--- config.mk ---
export PLATFORM = sky130hd
export DESIGN_NAME = rsf_regs
export DESIGN_NICKNAME = d
export VERILOG_FILES = /design/src/verilog/rsf_pkg.sv /design/src/verilog/rsf_regs.sv /design/src/verilog/rsf_spread.sv /design/src/verilog/rsf_sync.sv
export SDC_FILE = /design/constraint.sdc
export NUM_CORES = 1
export LEC_CHECK = 0
export BUFFER_PORTS_ARGS = -buffer_cell sky130_fd_sc_hd__buf_2
export CORE_MARGIN = 1
export CORE_UTILIZATION = 42
export DETAILED_ROUTE_END_ITERATION = 16
export PLACE_DENSITY_LB_ADDON = 0.2
export SETUP_SLACK_MARGIN = 0.5
export SLEW_MARGIN = 10
export SYNTH_ARGS = -nofsm -noshare
export SYNTH_HDL_FRONTEND = slang
export SYNTH_HIERARCHICAL = 1
export SYNTH_SLANG_ARGS = --single-unit
--- constraint.sdc ---
create_clock -name sys_clk -period 6 [get_ports sys_clk]
set_input_delay 1.2 -clock sys_clk [delete_from_list [all_inputs] [get_ports sys_clk]]
set_output_delay 1.2 -clock sys_clk [all_outputs]
set_load 0.01 [all_outputs]
--- src/verilog/rsf_pkg.sv ---
// Shared constants for the ramp spread and fault register bank
`default_nettype none
package rsf_pkg;
  // Register offsets on the host control port
  localparam logic [7:0] ADDR_SPREAD_CONTROL  = 8'h6B;
  localparam logic [7:0] ADDR_SPREAD_RANGE    = 8'h6C;
  localparam logic [7:0] ADDR_RAMP_DIVISOR    = 8'h6D;
  localparam logic [7:0] ADDR_TRIANGLE_STEPS  = 8'h6E;
  localparam logic [7:0] ADDR_TRI_BOUND_AMP   = 8'h6F;
  localparam logic [7:0] ADDR_CHANNEL_FAULT   = 8'h70;
  localparam logic [7:0] ADDR_GLOBAL_FAULT_A  = 8'h71;
  localparam logic [7:0] ADDR_GLOBAL_FAULT_B  = 8'h72;
  localparam logic [7:0] ADDR_THERMAL_WARN    = 8'h73;
  localparam logic [7:0] ADDR_FAULT_CLEAR     = 8'h78;

  // Reset values
  localparam logic [7:0] RST_SPREAD_CONTROL   = 8'h00;
  localparam logic [7:0] RST_SPREAD_RANGE     = 8'h00;
  localparam logic [7:0] RST_RAMP_DIVISOR     = 8'h50;
  localparam logic [7:0] RST_TRIANGLE_STEPS   = 8'h11;
  localparam logic [7:0] RST_TRI_BOUND_AMP    = 8'h24;

  // Field positions in spread_control
  localparam int BIT_TRI_EN      = 0;
  localparam int BIT_RDM_EN      = 1;
  localparam int BIT_MANUAL      = 4;
  localparam int BIT_PRE_DIV     = 5;
  // Field positions in spread_range, triangle_steps, triangle_bound_amp
  localparam int RDM_RANGE_LSB   = 4;
  localparam int TRI_CTRL_LSB    = 0;
  localparam int FALL_STEP_LSB   = 4;
  localparam int RISE_STEP_LSB   = 0;
  localparam int PERIOD_LIM_LSB  = 0;
  localparam int AMP_LSB         = 5;
  // Fault flag positions
  localparam int BIT_LEFT_DC     = 3;
  localparam int BIT_RIGHT_DC    = 2;
  localparam int BIT_LEFT_OC     = 1;
  localparam int BIT_RIGHT_OC    = 0;
  localparam int BIT_OTP_CRC     = 7;
  localparam int BIT_COEF_WR     = 6;
  localparam int BIT_CLK_FAULT   = 2;
  localparam int BIT_PVDD_OV     = 1;
  localparam int BIT_PVDD_UV     = 0;
  localparam int BIT_THERM_SD    = 0;
  localparam int BIT_THERM_WARN  = 2;
  localparam int BIT_FAULT_CLEAR = 7;

  // Number of synchronised analog fault inputs
  localparam int NUM_ANALOG      = 9;
  // Ramp reference clock; manual ramp frequency is this over the divisor
  localparam int RAMP_REF_HZ     = 61440000;
  // Width of the ramp period counter
  localparam int PERIOD_W        = 10;
endpackage : rsf_pkg
`default_nettype wire

--- src/verilog/rsf_regs.sv ---
// Ramp spread configuration and fault flag register bank
`timescale 1ns/10ps
`default_nettype none
module rsf_regs (
  input  wire logic       sys_clk,
  input  wire logic       sys_rst,
  input  wire logic [7:0] reg_addr,
  input  wire logic       reg_wr,
  input  wire logic [7:0] reg_wdata,
  input  wire logic       reg_rd,
  output logic      [7:0] reg_rdata,
  output logic            reg_rvalid,
  input  wire logic       left_dc_det,
  input  wire logic       right_dc_det,
  input  wire logic       left_oc_det,
  input  wire logic       right_oc_det,
  input  wire logic       clock_fault_det,
  input  wire logic       supply_over_det,
  input  wire logic       supply_under_det,
  input  wire logic       thermal_shutdown_det,
  input  wire logic       thermal_warning_det,
  input  wire logic       otp_check_fail,
  input  wire logic       coef_write_fail,
  output logic            ramp_tick,
  output logic      [1:0] ramp_amplitude_setting,
  output logic            ramp_manual
);
  import rsf_pkg::*;

  logic [7:0]            spread_control;
  logic [7:0]            spread_range;
  logic [7:0]            ramp_divisor;
  logic [7:0]            triangle_steps;
  logic [7:0]            triangle_bound_amp;
  logic [3:0]            channel_fault_flags;
  logic [7:0]            global_fault_flags_a;
  logic                  thermal_shutdown_flag;
  logic                  thermal_warning_bit;
  logic [NUM_ANALOG-1:0] det_sync;
  logic [NUM_ANALOG-1:0] det_raw;
  logic [3:0]            chan_events;
  logic [7:0]            global_events;
  logic                  fault_clear;
  logic                  wr_ctrl;
  logic                  wr_range;
  logic                  wr_div;
  logic                  wr_steps;
  logic                  wr_bound;
  logic [7:0]            next_rdata;

  // Analog fault pins come from outside this clock domain
  assign det_raw = {thermal_warning_det, thermal_shutdown_det,
                    supply_under_det, supply_over_det, clock_fault_det,
                    right_oc_det, left_oc_det, right_dc_det, left_dc_det};

  rsf_sync #(
    .W (NUM_ANALOG)
  ) u_sync (
    .sys_clk  (sys_clk),
    .sys_rst  (sys_rst),
    .async_in (det_raw),
    .sync_out (det_sync)
  );

  // Write strobes, one per writable register
  always_comb begin
    wr_ctrl     = 1'b0;
    wr_range    = 1'b0;
    wr_div      = 1'b0;
    wr_steps    = 1'b0;
    wr_bound    = 1'b0;
    fault_clear = 1'b0;
    if (reg_wr) begin
      if (reg_addr == ADDR_SPREAD_CONTROL) wr_ctrl = 1'b1;
      else if (reg_addr == ADDR_SPREAD_RANGE) wr_range = 1'b1;
      else if (reg_addr == ADDR_RAMP_DIVISOR) wr_div = 1'b1;
      else if (reg_addr == ADDR_TRIANGLE_STEPS) wr_steps = 1'b1;
      else if (reg_addr == ADDR_TRI_BOUND_AMP) wr_bound = 1'b1;
      else if (reg_addr == ADDR_FAULT_CLEAR)
        fault_clear = reg_wdata[BIT_FAULT_CLEAR];
    end
  end

  // Spread configuration; reserved R/W bits are stored and read back
  always_ff @(posedge sys_clk) begin
    if (sys_rst) begin
      spread_control     <= RST_SPREAD_CONTROL;
      spread_range       <= RST_SPREAD_RANGE;
      ramp_divisor       <= RST_RAMP_DIVISOR;
      triangle_steps     <= RST_TRIANGLE_STEPS;
      triangle_bound_amp <= RST_TRI_BOUND_AMP;
    end else begin
      if (wr_ctrl)  spread_control     <= reg_wdata;
      if (wr_range) spread_range       <= reg_wdata;
      if (wr_div)   ramp_divisor       <= reg_wdata;
      if (wr_steps) triangle_steps     <= reg_wdata;
      if (wr_bound) triangle_bound_amp <= reg_wdata;
    end
  end

  // Fault events in flag order
  assign chan_events = {det_sync[0], det_sync[1], det_sync[2], det_sync[3]};
  assign global_events = {otp_check_fail, coef_write_fail, 3'b000,
                          det_sync[4], det_sync[3+2], det_sync[6]};

  // Sticky fault flags; a new event outranks a clear in the same cycle
  always_ff @(posedge sys_clk) begin
    if (sys_rst) begin
      channel_fault_flags   <= '0;
      global_fault_flags_a  <= '0;
      thermal_shutdown_flag <= 1'b0;
      thermal_warning_bit   <= 1'b0;
    end else begin
      channel_fault_flags <= (channel_fault_flags & {4{~fault_clear}})
                             | chan_events;
      global_fault_flags_a <= (global_fault_flags_a & {8{~fault_clear}})
                              | global_events;
      thermal_shutdown_flag <= (thermal_shutdown_flag & ~fault_clear)
                               | det_sync[7];
      thermal_warning_bit <= (thermal_warning_bit & ~fault_clear)
                             | det_sync[8];
    end
  end

  // Read decode; unmapped and write-only offsets read as zero
  always_comb begin
    next_rdata = 8'h00;
    if (reg_addr == ADDR_SPREAD_CONTROL) next_rdata = spread_control;
    else if (reg_addr == ADDR_SPREAD_RANGE) next_rdata = spread_range;
    else if (reg_addr == ADDR_RAMP_DIVISOR) next_rdata = ramp_divisor;
    else if (reg_addr == ADDR_TRIANGLE_STEPS) next_rdata = triangle_steps;
    else if (reg_addr == ADDR_TRI_BOUND_AMP) next_rdata = triangle_bound_amp;
    else if (reg_addr == ADDR_CHANNEL_FAULT)
      next_rdata = {4'h0, channel_fault_flags};
    else if (reg_addr == ADDR_GLOBAL_FAULT_A)
      next_rdata = global_fault_flags_a;
    else if (reg_addr == ADDR_GLOBAL_FAULT_B)
      next_rdata = {7'h00, thermal_shutdown_flag};
    else if (reg_addr == ADDR_THERMAL_WARN)
      next_rdata = {5'h00, thermal_warning_bit, 2'b00};
  end

  // Read data registered, valid one cycle after the strobe
  always_ff @(posedge sys_clk) begin
    if (sys_rst) begin
      reg_rdata  <= 8'h00;
      reg_rvalid <= 1'b0;
    end else begin
      reg_rvalid <= reg_rd;
      if (reg_rd) reg_rdata <= next_rdata;
    end
  end

  // Registered view of the ramp controls for the power stage
  always_ff @(posedge sys_clk) begin
    if (sys_rst) begin
      ramp_amplitude_setting <= RST_TRI_BOUND_AMP[AMP_LSB+:2];
      ramp_manual            <= 1'b0;
    end else begin
      ramp_amplitude_setting <= triangle_bound_amp[AMP_LSB+:2];
      ramp_manual            <= spread_control[BIT_MANUAL];
    end
  end

  rsf_spread u_spread (
    .sys_clk               (sys_clk),
    .sys_rst               (sys_rst),
    .manual_mode           (spread_control[BIT_MANUAL]),
    .pre_div_sel           (spread_control[BIT_PRE_DIV]),
    .tri_enable            (spread_control[BIT_TRI_EN]),
    .random_spread_enable  (spread_control[BIT_RDM_EN]),
    .random_spread_range   (spread_range[RDM_RANGE_LSB+:3]),
    .triangle_ctrl         (spread_range[TRI_CTRL_LSB+:4]),
    .ramp_divisor_value    (ramp_divisor),
    .triangle_fall_step    (triangle_steps[FALL_STEP_LSB+:4]),
    .triangle_rise_step    (triangle_steps[RISE_STEP_LSB+:4]),
    .triangle_period_limit (triangle_bound_amp[PERIOD_LIM_LSB+:5]),
    .ramp_tick             (ramp_tick)
  );
endmodule : rsf_regs
`default_nettype wire

--- src/verilog/rsf_spread.sv ---
// Ramp spread-spectrum period generator
`timescale 1ns/10ps
`default_nettype none
module rsf_spread (
  input  wire logic       sys_clk,
  input  wire logic       sys_rst,
  input  wire logic       manual_mode,
  input  wire logic       pre_div_sel,
  input  wire logic       tri_enable,
  input  wire logic       random_spread_enable,
  input  wire logic [2:0] random_spread_range,
  input  wire logic [3:0] triangle_ctrl,
  input  wire logic [7:0] ramp_divisor_value,
  input  wire logic [3:0] triangle_fall_step,
  input  wire logic [3:0] triangle_rise_step,
  input  wire logic [4:0] triangle_period_limit,
  output logic            ramp_tick
);
  import rsf_pkg::*;

  logic                       half_phase;
  logic                       src_en;
  logic [PERIOD_W-1:0]        count;
  logic signed [6:0]          tri_offset;
  logic                       tri_rising;
  logic [7:0]                 lfsr;
  logic [7:0]                 base_div;
  logic [4:0]                 limit;
  logic [3:0]                 up_step;
  logic [3:0]                 down_step;
  logic [6:0]                 rdm_offset;
  logic signed [PERIOD_W+1:0] period;

  // Auto mode uses the reset divisor and unit steps; manual uses registers
  assign base_div  = manual_mode ? ramp_divisor_value : RST_RAMP_DIVISOR;
  assign limit     = manual_mode ? triangle_period_limit
                                 : {1'b0, triangle_ctrl};
  assign up_step   = manual_mode ? triangle_rise_step : 4'h1;
  assign down_step = manual_mode ? triangle_fall_step : 4'h1;
  assign rdm_offset = lfsr[6:0] & 7'((8'h01 << random_spread_range) - 8'h01);

  // Effective period with spread applied, never under one source tick
  always_comb begin
    period = $signed({4'h0, base_div});
    if (tri_enable) period = period + 12'(tri_offset);
    if (random_spread_enable) begin
      period = period + $signed({5'h00, rdm_offset});
    end
    if (period < 12'sh001) period = 12'sh001;
  end

  // Source is the full clock or, in manual mode with pre_div_sel set, the clock halved
  assign src_en = !(manual_mode && pre_div_sel) || half_phase;

  always_ff @(posedge sys_clk) begin
    if (sys_rst) half_phase <= 1'b0;
    else         half_phase <= ~half_phase;
  end

  // Period counter; the tick is the ramp-rate enable pulse
  always_ff @(posedge sys_clk) begin
    if (sys_rst) begin
      count     <= '0;
      ramp_tick <= 1'b0;
    end else begin
      ramp_tick <= 1'b0;
      if (src_en) begin
        if ({2'b00, count} >= period - 12'sh001) begin
          count     <= '0;
          ramp_tick <= 1'b1;
        end else begin
          count <= count + 10'h001;
        end
      end
    end
  end

  // Triangle walk between plus and minus the limit, once per ramp period
  always_ff @(posedge sys_clk) begin
    if (sys_rst || !tri_enable) begin
      tri_offset <= '0;
      tri_rising <= 1'b1;
    end else if (ramp_tick) begin
      if (tri_rising) begin
        if (tri_offset >= $signed({2'b00, limit})) tri_rising <= 1'b0;
        else tri_offset <= tri_offset + $signed({3'b000, up_step});
      end else begin
        if (tri_offset <= -$signed({2'b00, limit})) tri_rising <= 1'b1;
        else tri_offset <= tri_offset - $signed({3'b000, down_step});
      end
    end
  end

  // Pseudo-random source; nonzero seed so it cannot lock up
  always_ff @(posedge sys_clk) begin
    if (sys_rst) lfsr <= 8'h01;
    else if (ramp_tick) begin
      lfsr <= {lfsr[6:0], lfsr[7] ^ lfsr[5] ^ lfsr[4] ^ lfsr[3]};
    end
  end
endmodule : rsf_spread
`default_nettype wire

--- src/verilog/rsf_sync.sv ---
// Three-stage synchroniser with agreement filter for fault pins
`timescale 1ns/10ps
`default_nettype none
module rsf_sync #(
  parameter int W = 1
) (
  input  wire logic         sys_clk,
  input  wire logic         sys_rst,
  input  wire logic [W-1:0] async_in,
  output logic      [W-1:0] sync_out
);
  logic [W-1:0] stage1;
  logic [W-1:0] stage2;
  logic [W-1:0] stage3;

  // First stage feeds only the second, to settle metastability
  always_ff @(posedge sys_clk) begin
    if (sys_rst) begin
      stage1 <= '0;
      stage2 <= '0;
      stage3 <= '0;
    end else begin
      stage1 <= async_in;
      stage2 <= stage1;
      stage3 <= stage2;
    end
  end

  // Accept a change only once stages two and three agree
  always_ff @(posedge sys_clk) begin
    if (sys_rst) begin
      sync_out <= '0;
    end else begin
      for (int i = 0; i < W; i++) begin
        if (stage2[i] == stage3[i]) begin
          sync_out[i] <= stage3[i];
        end
      end
    end
  end
endmodule : rsf_sync
`default_nettype wire
# [Yosys cells after proc, flatten, opt, wreduce, memory -nomap -nowiden]
# Index checks and enable logic that the tools add are counted.
[op_classes] add_sub_neg=8 magnitude_cmp=4 eq_ne=21 shifts=1 n_mux=51 n_bitwise=15 n_reduce_logical=7
[ops] operator="8-bit by 7-bit == test with 1-bit output, second input constant" n=10
[ops] operator="8-bit 2-to-1 mux" n=8
[ops] operator="12-bit 2-to-1 mux" n=3
[ops] operator="1-bit 2-to-1 mux" n=31
[ops] operator="7-bit 2-to-1 mux" n=3
[ops] operator="12-bit by 8-bit adder with 12-bit output" n=1
[ops] operator="10-bit by 12-bit greater-or-equal comparator with 1-bit output" n=1
[ops] operator="12-bit by 2-bit less-than comparator with 1-bit output, second input constant" n=1
[ops] operator="12-bit by 1-bit subtractor with 12-bit output, second input constant" n=1
[ops] operator="10-bit by 1-bit adder with 10-bit output, second input constant" n=1
[ops] operator="9-bit by 7-bit adder with 10-bit output" n=1
[ops] operator="10-bit 2-to-1 mux" n=1
[ops] operator="1-bit == test" n=9
[ops] operator="8-bit bitwise AND" n=1
[ops] operator="4-bit 2-to-1 mux" n=2
[ops] operator="8-bit OR" n=1
[ops] operator="7-bit by 5-bit adder with 7-bit output" n=1
[ops] operator="7-bit bitwise AND" n=1
[ops] operator="7-bit by 6-bit greater-or-equal comparator with 1-bit output" n=1
[ops] operator="7-bit <= comparator" n=1
[ops] operator="5-bit negation with 7-bit output" n=1
[ops] operator="1-bit by 3-bit << shifter with 7-bit output, first input constant" n=1
[ops] operator="7-bit by 1-bit subtractor with 7-bit output, second input constant" n=1
[ops] operator="7-bit by 5-bit subtractor with 7-bit output" n=1
[ops] operator="other kinds (15)" n=24
[totals] register_bits=130 inputBits=31 out_inout_bits=13 word_cells=138

# [Longest topological paths before layout]
# Gate-level depths: netlist (run 1).
[depth] word_depth=11 mapped_depth=34 depth_no_buf=30

# [Cells and area by module]
# The synthesis (run 1) kept the hierarchy.
[modules_own_cells] module="rsf_spread" n_inst=1 cells_per_inst=463 area_per_inst_um2=3637.2 seq_area_each_um2=560.5
[modules_own_cells] module="rsf_regs" n_inst=1 cells_per_inst=306 area_per_inst_um2=2995.4 seq_area_each_um2=1321.3
[modules_own_cells] module="rsf_sync" n_inst=1 cells_per_inst=93 area_per_inst_um2=1062.3 seq_area_each_um2=720.7

# [Worst setup path before layout (run 1)]
# OpenSTA, ideal clock, no wires.
[synth_path] path_type="reg2reg" startpoint="register spread_control[4]" endpoint="register u_spread.ramp_tick" setup_time_ns=0.127 arrival_time_ns=6.349 required_time_ns=5.873 slack_ns=-0.476 stages_incl_launch_ff=32 synth_period_minus_slack_ns=6.476 cell_sequence="dfxtp_1 -> clkbuf_8 -> buf_2 -> buf_1 -> clkbuf_1 -> and2_1 -> ha_1 -> ha_1 -> a31o_2 -> a32oi_1 -> or3_1 -> a31oi_1 -> ha_1 -> o21a_1 -> o31a_1 -> o31a_1 -> or4b_1 -> o211ai_2 -> and2_2 -> ha_1 -> clkinv_1 -> o21ai_0 -> ha_1 -> a21oi_1 -> nor2b_1 -> a2111oi_0 -> o31ai_1 -> o2111ai_1 -> a21oi_1 -> o31ai_1 -> a311oi_4 -> nor2b_1"
[synth_between] elab_chain_cells=10 elab_cells_between_ends=15 cone_classes="add/sub: 3; order compare: 2; mux: 5; bitwise: 1; reduce/logical: 4"
[synth_rtl] item="from (decl)" line="rsf_regs.sv:30" source="logic [7:0] spread_control;"
[synth_rtl] item="from (signal assigned)" line="rsf_regs.sv:93" source="if (wr_ctrl) spread_control <= reg_wdata;"
[synth_rtl] item="8-bit 2-to-1 mux" line="rsf_spread.sv:35" source="assign base_div = manual_mode ? ramp_divisor_value : RST_RAMP_DIVISOR;"
[synth_rtl] item="9-bit by 7-bit adder with 10-bit output" line="rsf_spread.sv:45" source="if (tri_enable) period = period + 12'(tri_offset);"
[synth_rtl] item="12-bit 2-to-1 mux" line="rsf_spread.sv:45"
[synth_rtl] item="12-bit by 8-bit adder with 12-bit output" line="rsf_spread.sv:47" source="period = period + $signed({5'h00, rdm_offset});"
[synth_rtl] item="12-bit 2-to-1 mux" line="rsf_spread.sv:46" source="if (random_spread_enable) begin"
[synth_rtl] item="12-bit by 2-bit less-than comparator with 1-bit output" line="rsf_spread.sv:49" source="if (period < 12'sh001) period = 12'sh001;"
[synth_rtl] item="12-bit 2-to-1 mux" line="rsf_spread.sv:49"
[synth_rtl] item="12-bit by 1-bit subtractor with 12-bit output" line="rsf_spread.sv:68" source="if ({2'b00, count} >= period - 12'sh001) begin"
[synth_rtl] item="10-bit by 12-bit greater-or-equal comparator with 1-bit output" line="rsf_spread.sv:68"
[synth_rtl] item="1-bit 2-to-1 mux" line="rsf_spread.sv:68"
[synth_rtl] item="to (signal assigned)" line="rsf_spread.sv:64" source="ramp_tick <= 1'b0;"
[synth_rtl] item="to (signal assigned)" line="rsf_spread.sv:66" source="ramp_tick <= 1'b0;"
[synth_rtl] item="to (signal assigned)" line="rsf_spread.sv:70" source="ramp_tick <= 1'b1;"
[synth_rtl] item="to (decl)" line="rsf_spread.sv:17" source="output logic ramp_tick"
# Parallel ways exist; a longest one is shown, timed or not.
# A chain may end at the register's enable or synchronous reset.

# [Worst setup path in the final report (run 1)]
[layout_path] startpoint="register spread_control[4]" endpoint="register u_spread.count[0]"
[layout_between] elab_chain_cells=10 elab_cells_between_ends=13 cone_classes="add/sub: 3; order compare: 2; mux: 5; reduce/logical: 3"
[layout_rtl] item="8-bit 2-to-1 mux" line="rsf_spread.sv:35"
[layout_rtl] item="9-bit by 7-bit adder with 10-bit output" line="rsf_spread.sv:45"
[layout_rtl] item="12-bit 2-to-1 mux" line="rsf_spread.sv:45"
[layout_rtl] item="12-bit by 8-bit adder with 12-bit output" line="rsf_spread.sv:47"
[layout_rtl] item="12-bit 2-to-1 mux" line="rsf_spread.sv:46"
[layout_rtl] item="12-bit by 2-bit less-than comparator with 1-bit output" line="rsf_spread.sv:49"
[layout_rtl] item="12-bit 2-to-1 mux" line="rsf_spread.sv:49"
[layout_rtl] item="12-bit by 1-bit subtractor with 12-bit output" line="rsf_spread.sv:68"
[layout_rtl] item="10-bit by 12-bit greater-or-equal comparator with 1-bit output" line="rsf_spread.sv:68"
[layout_rtl] item="10-bit 2-to-1 mux" line="rsf_spread.sv:68"
[layout_rtl] item="to (signal assigned)" line="rsf_spread.sv:72" source="count <= count + 10'h001;"
[layout_rtl] item="to (decl)" line="rsf_spread.sv:23" source="logic [PERIOD_W-1:0] count;"
# Parallel ways exist; a longest one is shown, timed or not.

==> results.json, run 1 <==
{
  "syn2layout_area_growth_pct": 18.13,
  "rows": 49,
  "drt-initial-drc-count": 361,
  "ant_nets": 0,
  "placeableCoreArea_sq_um": 17960,
  "dp_slack_ns": 0.1287,
  "initial_utilization": 0.4284,
  "max_cap_violations": 0,
  "r2r_cells": 29,
  "synth_top_area_frac": 0.3382,
  "wire_per_inst_microns": 16.49,
  "seqPwrFrac": 0.440,
  "cts.clk_slew.worst_paths_ns": 0.07,
  "worstPathRequired_ns": 6.28,
  "yosysUniqueCellTypes": 88,
  "hpwl_mm": 13.27,
  "seqCellArea_sq_um": 2608,
  "clkPwrFrac": 0.519,
  "switchingPower_uw": 534.2,
  "drc_errors": 0,
  "ys_warn_count": 6,
  "skew_ns": 0.01437,
  "synth_nets": 940,
  "fill_cells": 1728,
  "min_period_ns": 5.524,
  "layout_setup_ws_ns": 0.4762,
  "cts_max_level": 4,
  "synth_cells": 862,
  "setup_tns_ns": 0,
  "placed_cells": 1100,
  "antenna_found_initial": 0,
  "cpLargestDelayFamily": "compound AO/OA/AOI/OAI gates",
  "io_pins": 44,
  "worst_pin_slew_ns": 0.7802,
  "outcome": "finished, final reports clean",
  "path_max_fanout": 6,
  "synth_top_area_cell": "dfxtp_1",
  "ys_ff_latch": 130,
  "grt_start_max_net_pins": 61,
  "place.port_buffers": 43,
  "hold_viol": 0,
  "rsz0062_at_grt": "yes",
  "clock_path_buffers": 2,
  "final_common_cell": "dfxtp_1",
  "die_x_microns": 137.4,
  "setup_viol": 0,
  "hp-class": "flop to flop",
  "power_density_nw_per_um2": 220.3,
  "endpoint_kind": "flop",
  "dieHeight_microns": 137.4,
  "reg2reg_slack_ns": 0.48,
  "cts_tree": "done",
  "crit_cells": 29,
  "p_int_uw": 1469,
  "p_total_uw": 2003,
  "syn_area_sq_um": 7695,
  "ctsHoldBuffers": 0,
  "whs_path_depth": 1,
  "cp_slowest_cell": "or4b_1",
  "clock-sinks": 130,
  "multi_input_area_sq_um": 4996,
  "nets": 988,
  "fin_cells": 1152,
  "grt_pass1_wl_mm": 30.42,
  "critPathBufInv": 3,
  "diodes": 0,
  "grt_pass1_vias": 5869,
  "root_buffer": "clkbuf_16",
  "relSlewSlack": 0.4795,
  "p_leak_uw": 0.003863,
  "mostFrequentLayoutCells": "dfxtp_1, nor2_1, mux2i_1",
  "combPwrFrac": 0.041,
  "dr_total_vias": 6312,
  "cp-start-kind": "flop",
  "fin_crit_sh": 0.9206,
  "first_pass_iters": 7,
  "seq_area_frac_synth": 0.3382,
  "async_flop_share": 0,
  "grtUsageTotal": 0.2094,
  "cts_inserted_buffers": 17,
  "synth_area_leaders": "dfxtp_1, mux2i_1, ha_1",
  "crit_path_max_incr_delay_ns": 0.52,
  "ir_drop_mv": 0.2432,
  "synth.avg_cell_area_sq_um": 8.927,
  "synth-edff-count": 0,
  "maxSlewViolCount": 0,
  "vias_per_cell": 5.479,
  "insertion_delay_ns": 0.42,
  "place_congestion": 0.8486,
  "wl_mm": 18.99,
  "fmax_ghz": 0.1810,
  "worstSetupPathType": "flop to flop",
  "cp_data_arrival_time_ns": 5.81,
  "synthFlopType": "dfxtp_1",
  "drive_above_1_share": 0.1896,
  "dieArea_sq_um": 18870,
  "p_sw_frac": 0.2667,
  "gr-total-overflow": 0
}
==> layout make-up <==
cell class                      count  share of cell area
Multi-Input combinational cell    661              0.5496
Sequential cell                   130              0.2869
Timing Repair Buffer               74             0.05354
Clock buffer                       17             0.04680
Tap cell                          229             0.03152
Clock inverter                     15             0.02037
Inverter                           26             0.01129
==> cells in the mapped netlist (all sizes together) (8+ instances only) <==
cell    instances
dfxtp         130
nor2           93
mux2i          64
nand2          58
a21oi          47
ha             45
nor2b          41
o21ai          38
inv            25
nand3          24
xnor2          24
buf            22
clkbuf         22
nor3           16
a21o           14
a31oi          13
nand2b         13
xor2           12
and2           11
o21a            9
a211oi          8
and2b           8
nand4           8
==> worst reg2reg max path, delay by kind of cell (launching register included) <==
family / cells / cell delay (ns)
AOI/OAI and AO/OA: 12 / 1.86
xor gates and xnor gates: 2 / 0.29
adders and majority gates: 4 / 1.03
buffers and inverters: 3 / 0.36
DFF: 1 / 0.36
and+or+nand+nor: 8 / 1.48
==> registers in the layout, indices dropped and copies added (netlist names), 9 cells and up <==
name and flops:
u_spread/count 10, u_sync/stage1 9, u_sync/stage2 9, u_sync/stage3 9
u_sync/sync_out 9
==> per-stage QoR <==
stage | hold WS [ns] | area, sq um | utilization
floorplan | 0.3829 | 7789 | -
global placement | 0.3915 | 8045 | 0.4479
detailed placement | 0.3958 | 8045 | 0.4479
CTS | 0.4043 | 8885 | 0.4946
global route | 0.4459 | 9090 | 0.5060
finish | 0.4020 | 9090 | 0.5060
==> per-layer routing <==
metal / vias to the layer above / track usage / routed length [microns]
met2: 93 / 0.3361 / 8684
met1: 3004 / 0.2901 / 9554
li1: 3206 / - / -
met3: 9 / 0.03458 / 607
met4: 0 / 0.05311 / 146
met5: - / 0 / 0
==> kinds of logic after synthesis <==
| kind of cell | synth area share |
|---|---|
| buffers and inverters | 0.05252 |
| AOI/OAI and AO/OA | 0.1883 |
| and+or+nand+nor | 0.2150 |
| xor gates and xnor gates | 0.04098 |
| muxes | 0.08667 |
| adders and majority gates | 0.07837 |
| DFF | 0.3382 |
==> power by group through the flow <==
stage                     clock network, uW  registers (uW)  logic (uW)
final                                  1040             882        82.0
after floorplan                           0             901        55.8
after global routing                   1100             883        89.9
after detailed placement                  0             902        81.4
after CTS                              1060             882        81.9
after global placement                    0             902        81.0
==> what timing repair did <==
| item | in CTS | in global routing |
|---|---|---|
| setup endpoints to repair | 11 | 11 |
| gates cloned | 1 | 0 |
| setup buffers | 12 | 7 |
| pin swaps | 5 | 9 |
| endpoints found under the hold margin | 0 | 0 |
| gates resized for setup | 20 | 25 |
==> worst paths after layout <==
| kind | startpoint | to |
|---|---|---|
| worst min-delay path | u_spread/half_phase | u_spread/half_phase |
| worst max register to register | spread_control[4] | u_spread/count[0] |
| worst min register to register | u_spread/half_phase | u_spread/half_phase |
| worst max-delay path | spread_control[4] | u_spread/count[0] |
Note: power is estimated with default switching activity, not from simulation.
==> run 2: changes to the inputs <==
ABC_AREA = 1   (was default)
PLACE_DENSITY_LB_ADDON = 0.25   (was 0.2)
==> run 2 against run 1 <==
Clock power is essentially flat; count of clock-buffer cells in the layout grew 1; highest routed layer unchanged; non-clock buffer count grew 3.
==> results.json, run 2 <==
{
  "outcome": "finished, final reports clean",
  "power_density_nw_per_um2": 214.1,
  "synth_top_area_frac": 0.3325,
  "min_to": "u_sync/stage2[4]",
  "worstPathRequired_ns": 6.32,
  "netlist_top_cells_count": "nand2_1, inv_1, nor2_1",
  "hp-class": "flop to flop",
  "clkPwrFrac": 0.518,
  "fill_cells": 1647,
  "synth_top_area_cell": "dfxtp_1",
  "dpl-instance-area_sq_um": 8178,
  "nets": 1221,
  "largest_reg_flops": 10,
  "endpoint_kind": "flop",
  "drt-initial-drc-count": 490,
  "fin_area_sq_um": 9495,
  "worst_pin_slew_ns": 1.085,
  "hpwl_mm": 14.45,
  "combPwrFrac": 0.046,
  "cp_data_arrival_time_ns": 5.60,
  "clock-sinks": 130,
  "setup_tns_ns": 0,
  "reg2reg_slack_ns": 0.72,
  "synthMostInstantiatedCell": "nand2_1",
  "grtUsageTotal": 0.2113,
  "whs_ns": 0.4024,
  "synth_nets": 1152,
  "clock_path_buffers": 2,
  "die_x_microns": 138.5,
  "place.port_buffers": 43,
  "cts.clk_slew.worst_paths_ns": 0.06,
  "skew_ns": 0.008369,
  "synth_cells": 1074,
  "drive_above_1_share": 0.2552,
  "final_common_cell": "nor2_1",
  "crit_path_max_incr_delay_ns": 0.35,
  "grt_start_max_net_pins": 64,
  "synthFlopType": "dfxtp_1",
  "seq_area_frac_synth": 0.3325,
  "yosysUniqueCellTypes": 56,
  "worstSetupPathType": "flop to flop",
  "wl_mm": 20.26,
  "drc_errors": 0,
  "async_flop_share": 0,
  "r2r-end": "u_spread/count[0]",
  "p_leak_uw": 0.004392,
  "whs_path_depth": 2,
  "fin_cells": 1385,
  "relSlewSlack": 0.2762,
  "rsz0062_at_grt": "yes",
  "max_cap_violations": 0,
  "cp_slowest_cell": "dfxtp_2",
  "cts_tree": "done",
  "ir_drop_mv": 0.1852,
  "setup_viol": 0,
  "crit_start": "spread_control[4]",
  "cp-start-kind": "flop",
  "p_int_uw": 1510,
  "placeableCoreArea_sq_um": 18090,
  "initial_utilization": 0.4327,
  "cts_inserted_buffers": 17,
  "reg2reg_from": "spread_control[4]",
  "io_pins": 44,
  "path_max_fanout": 6,
  "synth.avg_cell_area_sq_um": 7.287,
  "top_register": "u_spread/count",
  "grt_pass1_wl_mm": 32.41,
  "mostFrequentLayoutCells": "nor2_1, nand2_1, inv_1",
  "antenna_found_initial": 0,
  "ys_warn_count": 6,
  "dieArea_sq_um": 19180,
  "placed_cells": 1324,
  "ys_ff_latch": 130,
  "wire_per_inst_microns": 14.63,
  "diodes": 0,
  "ctsHoldBuffers": 0,
  "fin_crit_sh": 0.8804,
  "syn_area_sq_um": 7826,
  "gr-total-overflow": 0,
  "root_buffer": "clkbuf_16",
  "fmax_ghz": 0.1893,
  "maxSlewViolCount": 0,
  "cts_max_level": 4,
  "seqCellArea_sq_um": 2616,
  "hold_start": "u_sync/stage1[4]",
  "vias_per_cell": 5.105,
  "synth-edff-count": 0,
  "r2r_cells": 42,
  "rows": 49,
  "place_congestion": 0.8835,
  "p_total_uw": 2033,
  "hold_viol": 0,
  "ant_nets": 0,
  "switchingPower_uw": 523.3,
  "first_pass_iters": 5,
  "grt_pass1_vias": 6509,
  "seqPwrFrac": 0.435,
  "dieHeight_microns": 138.5,
  "min_period_ns": 5.282,
  "worst_path_most_repeated_cell": "nand2_2",
  "multi_input_area_sq_um": 4865,
  "insertion_delay_ns": 0.42,
  "syn2layout_area_growth_pct": 21.33,
  "p_sw_frac": 0.2574,
  "synth_area_leaders": "dfxtp_1, nand2_1, ha_1",
  "dr_total_vias": 7070
}
-- run 2: cell types whose count changed after synthesis, moves of 13 or more --
cell,before,now
inv_1,24,150
nand2_1,57,171
mux2i_1,64,0
nor2_1,92,142
nand3_1,24,71
a21oi_1,46,88
nor2b_1,41,0
o21ai_0,37,59
nand2b_1,13,0
nor2_2,1,14
-- run 2: critical path, delay by kind of cell, from the launching register on --
kind | cells | cell delay, ns
DFF | 1 | 0.35
and+or+nand+nor | 30 | 2.76
adders and majority gates | 4 | 1.14
AOI/OAI and AO/OA | 2 | 0.34
xor gates and xnor gates | 1 | 0.19
buffers and inverters | 5 | 0.37
-- run 2: timing repair --
action | 4_1_cts | 5_1_grt
gates cloned | 1 | 0
setup endpoints to repair | 11 | 11
pin swaps | 3 | 57
buffers inserted | 4 | 24
gates resized for setup | 12 | 116
-- run 2: kinds of logic after synthesis --
kind of cell    share of synthesized area
flops                              0.3325
simple gates                       0.2970
xor+xnor                          0.03022
buf+inv                            0.1052
mux                              0.002877
fa+ha+maj                         0.07706
compound gates                     0.1551
-- run 2: worst max path at each step --
| stage | end | slack, ns |
|---|---|---|
| floorplan | u_spread/count[0] | 0.55 |
| global placement | u_spread/count[0] | 0.32 |
| CTS | u_spread/count[1] | 0.52 |
| global route | u_spread/count[0] | 0.41 |
| finish | u_spread/count[0] | 0.72 |
| detailed placement | u_spread/count[0] | 0.13 |
-- run 2: power by group through the flow --
stage	Combinational, uW	Clock (uW)	Sequential (uW)
after global routing	105	1110	887
after floorplan	61.8	0	905
final	94.1	1050	885
after CTS	93.0	1070	886
after global placement	91.7	0	905
after detailed placement	92.2	0	906
-- run 2: per-layer routing --
layer | routed length [microns] | vias up | GRT usage
met4 | 656 | 0 | 0.09344
met5 | 0 | - | 0
met1 | 9380 | 3232 | 0.2714
li1 | - | 3636 | -
met3 | 653 | 46 | 0.03706
met2 | 9570 | 156 | 0.3470
-- run 2: stage by stage --
step             util  worst slack [ns]
2_1_floorplan       -            0.5459
3_3_place_gp   0.4522            0.3159
3_5_place_dp   0.4522            0.1315
4_1_cts        0.4892            0.5170
5_1_grt        0.5250            0.4092
6_report       0.5250            0.7177
-- run 2: area by class of cell --
type                            count  share of cell area
Tap cell                          229             0.03018
Clock buffer                       18             0.04625
Clock inverter                     14             0.01700
Multi-Input combinational cell    755              0.5123
Inverter                          162             0.06799
Timing Repair Buffer               77             0.05073
Sequential cell                   130              0.2755
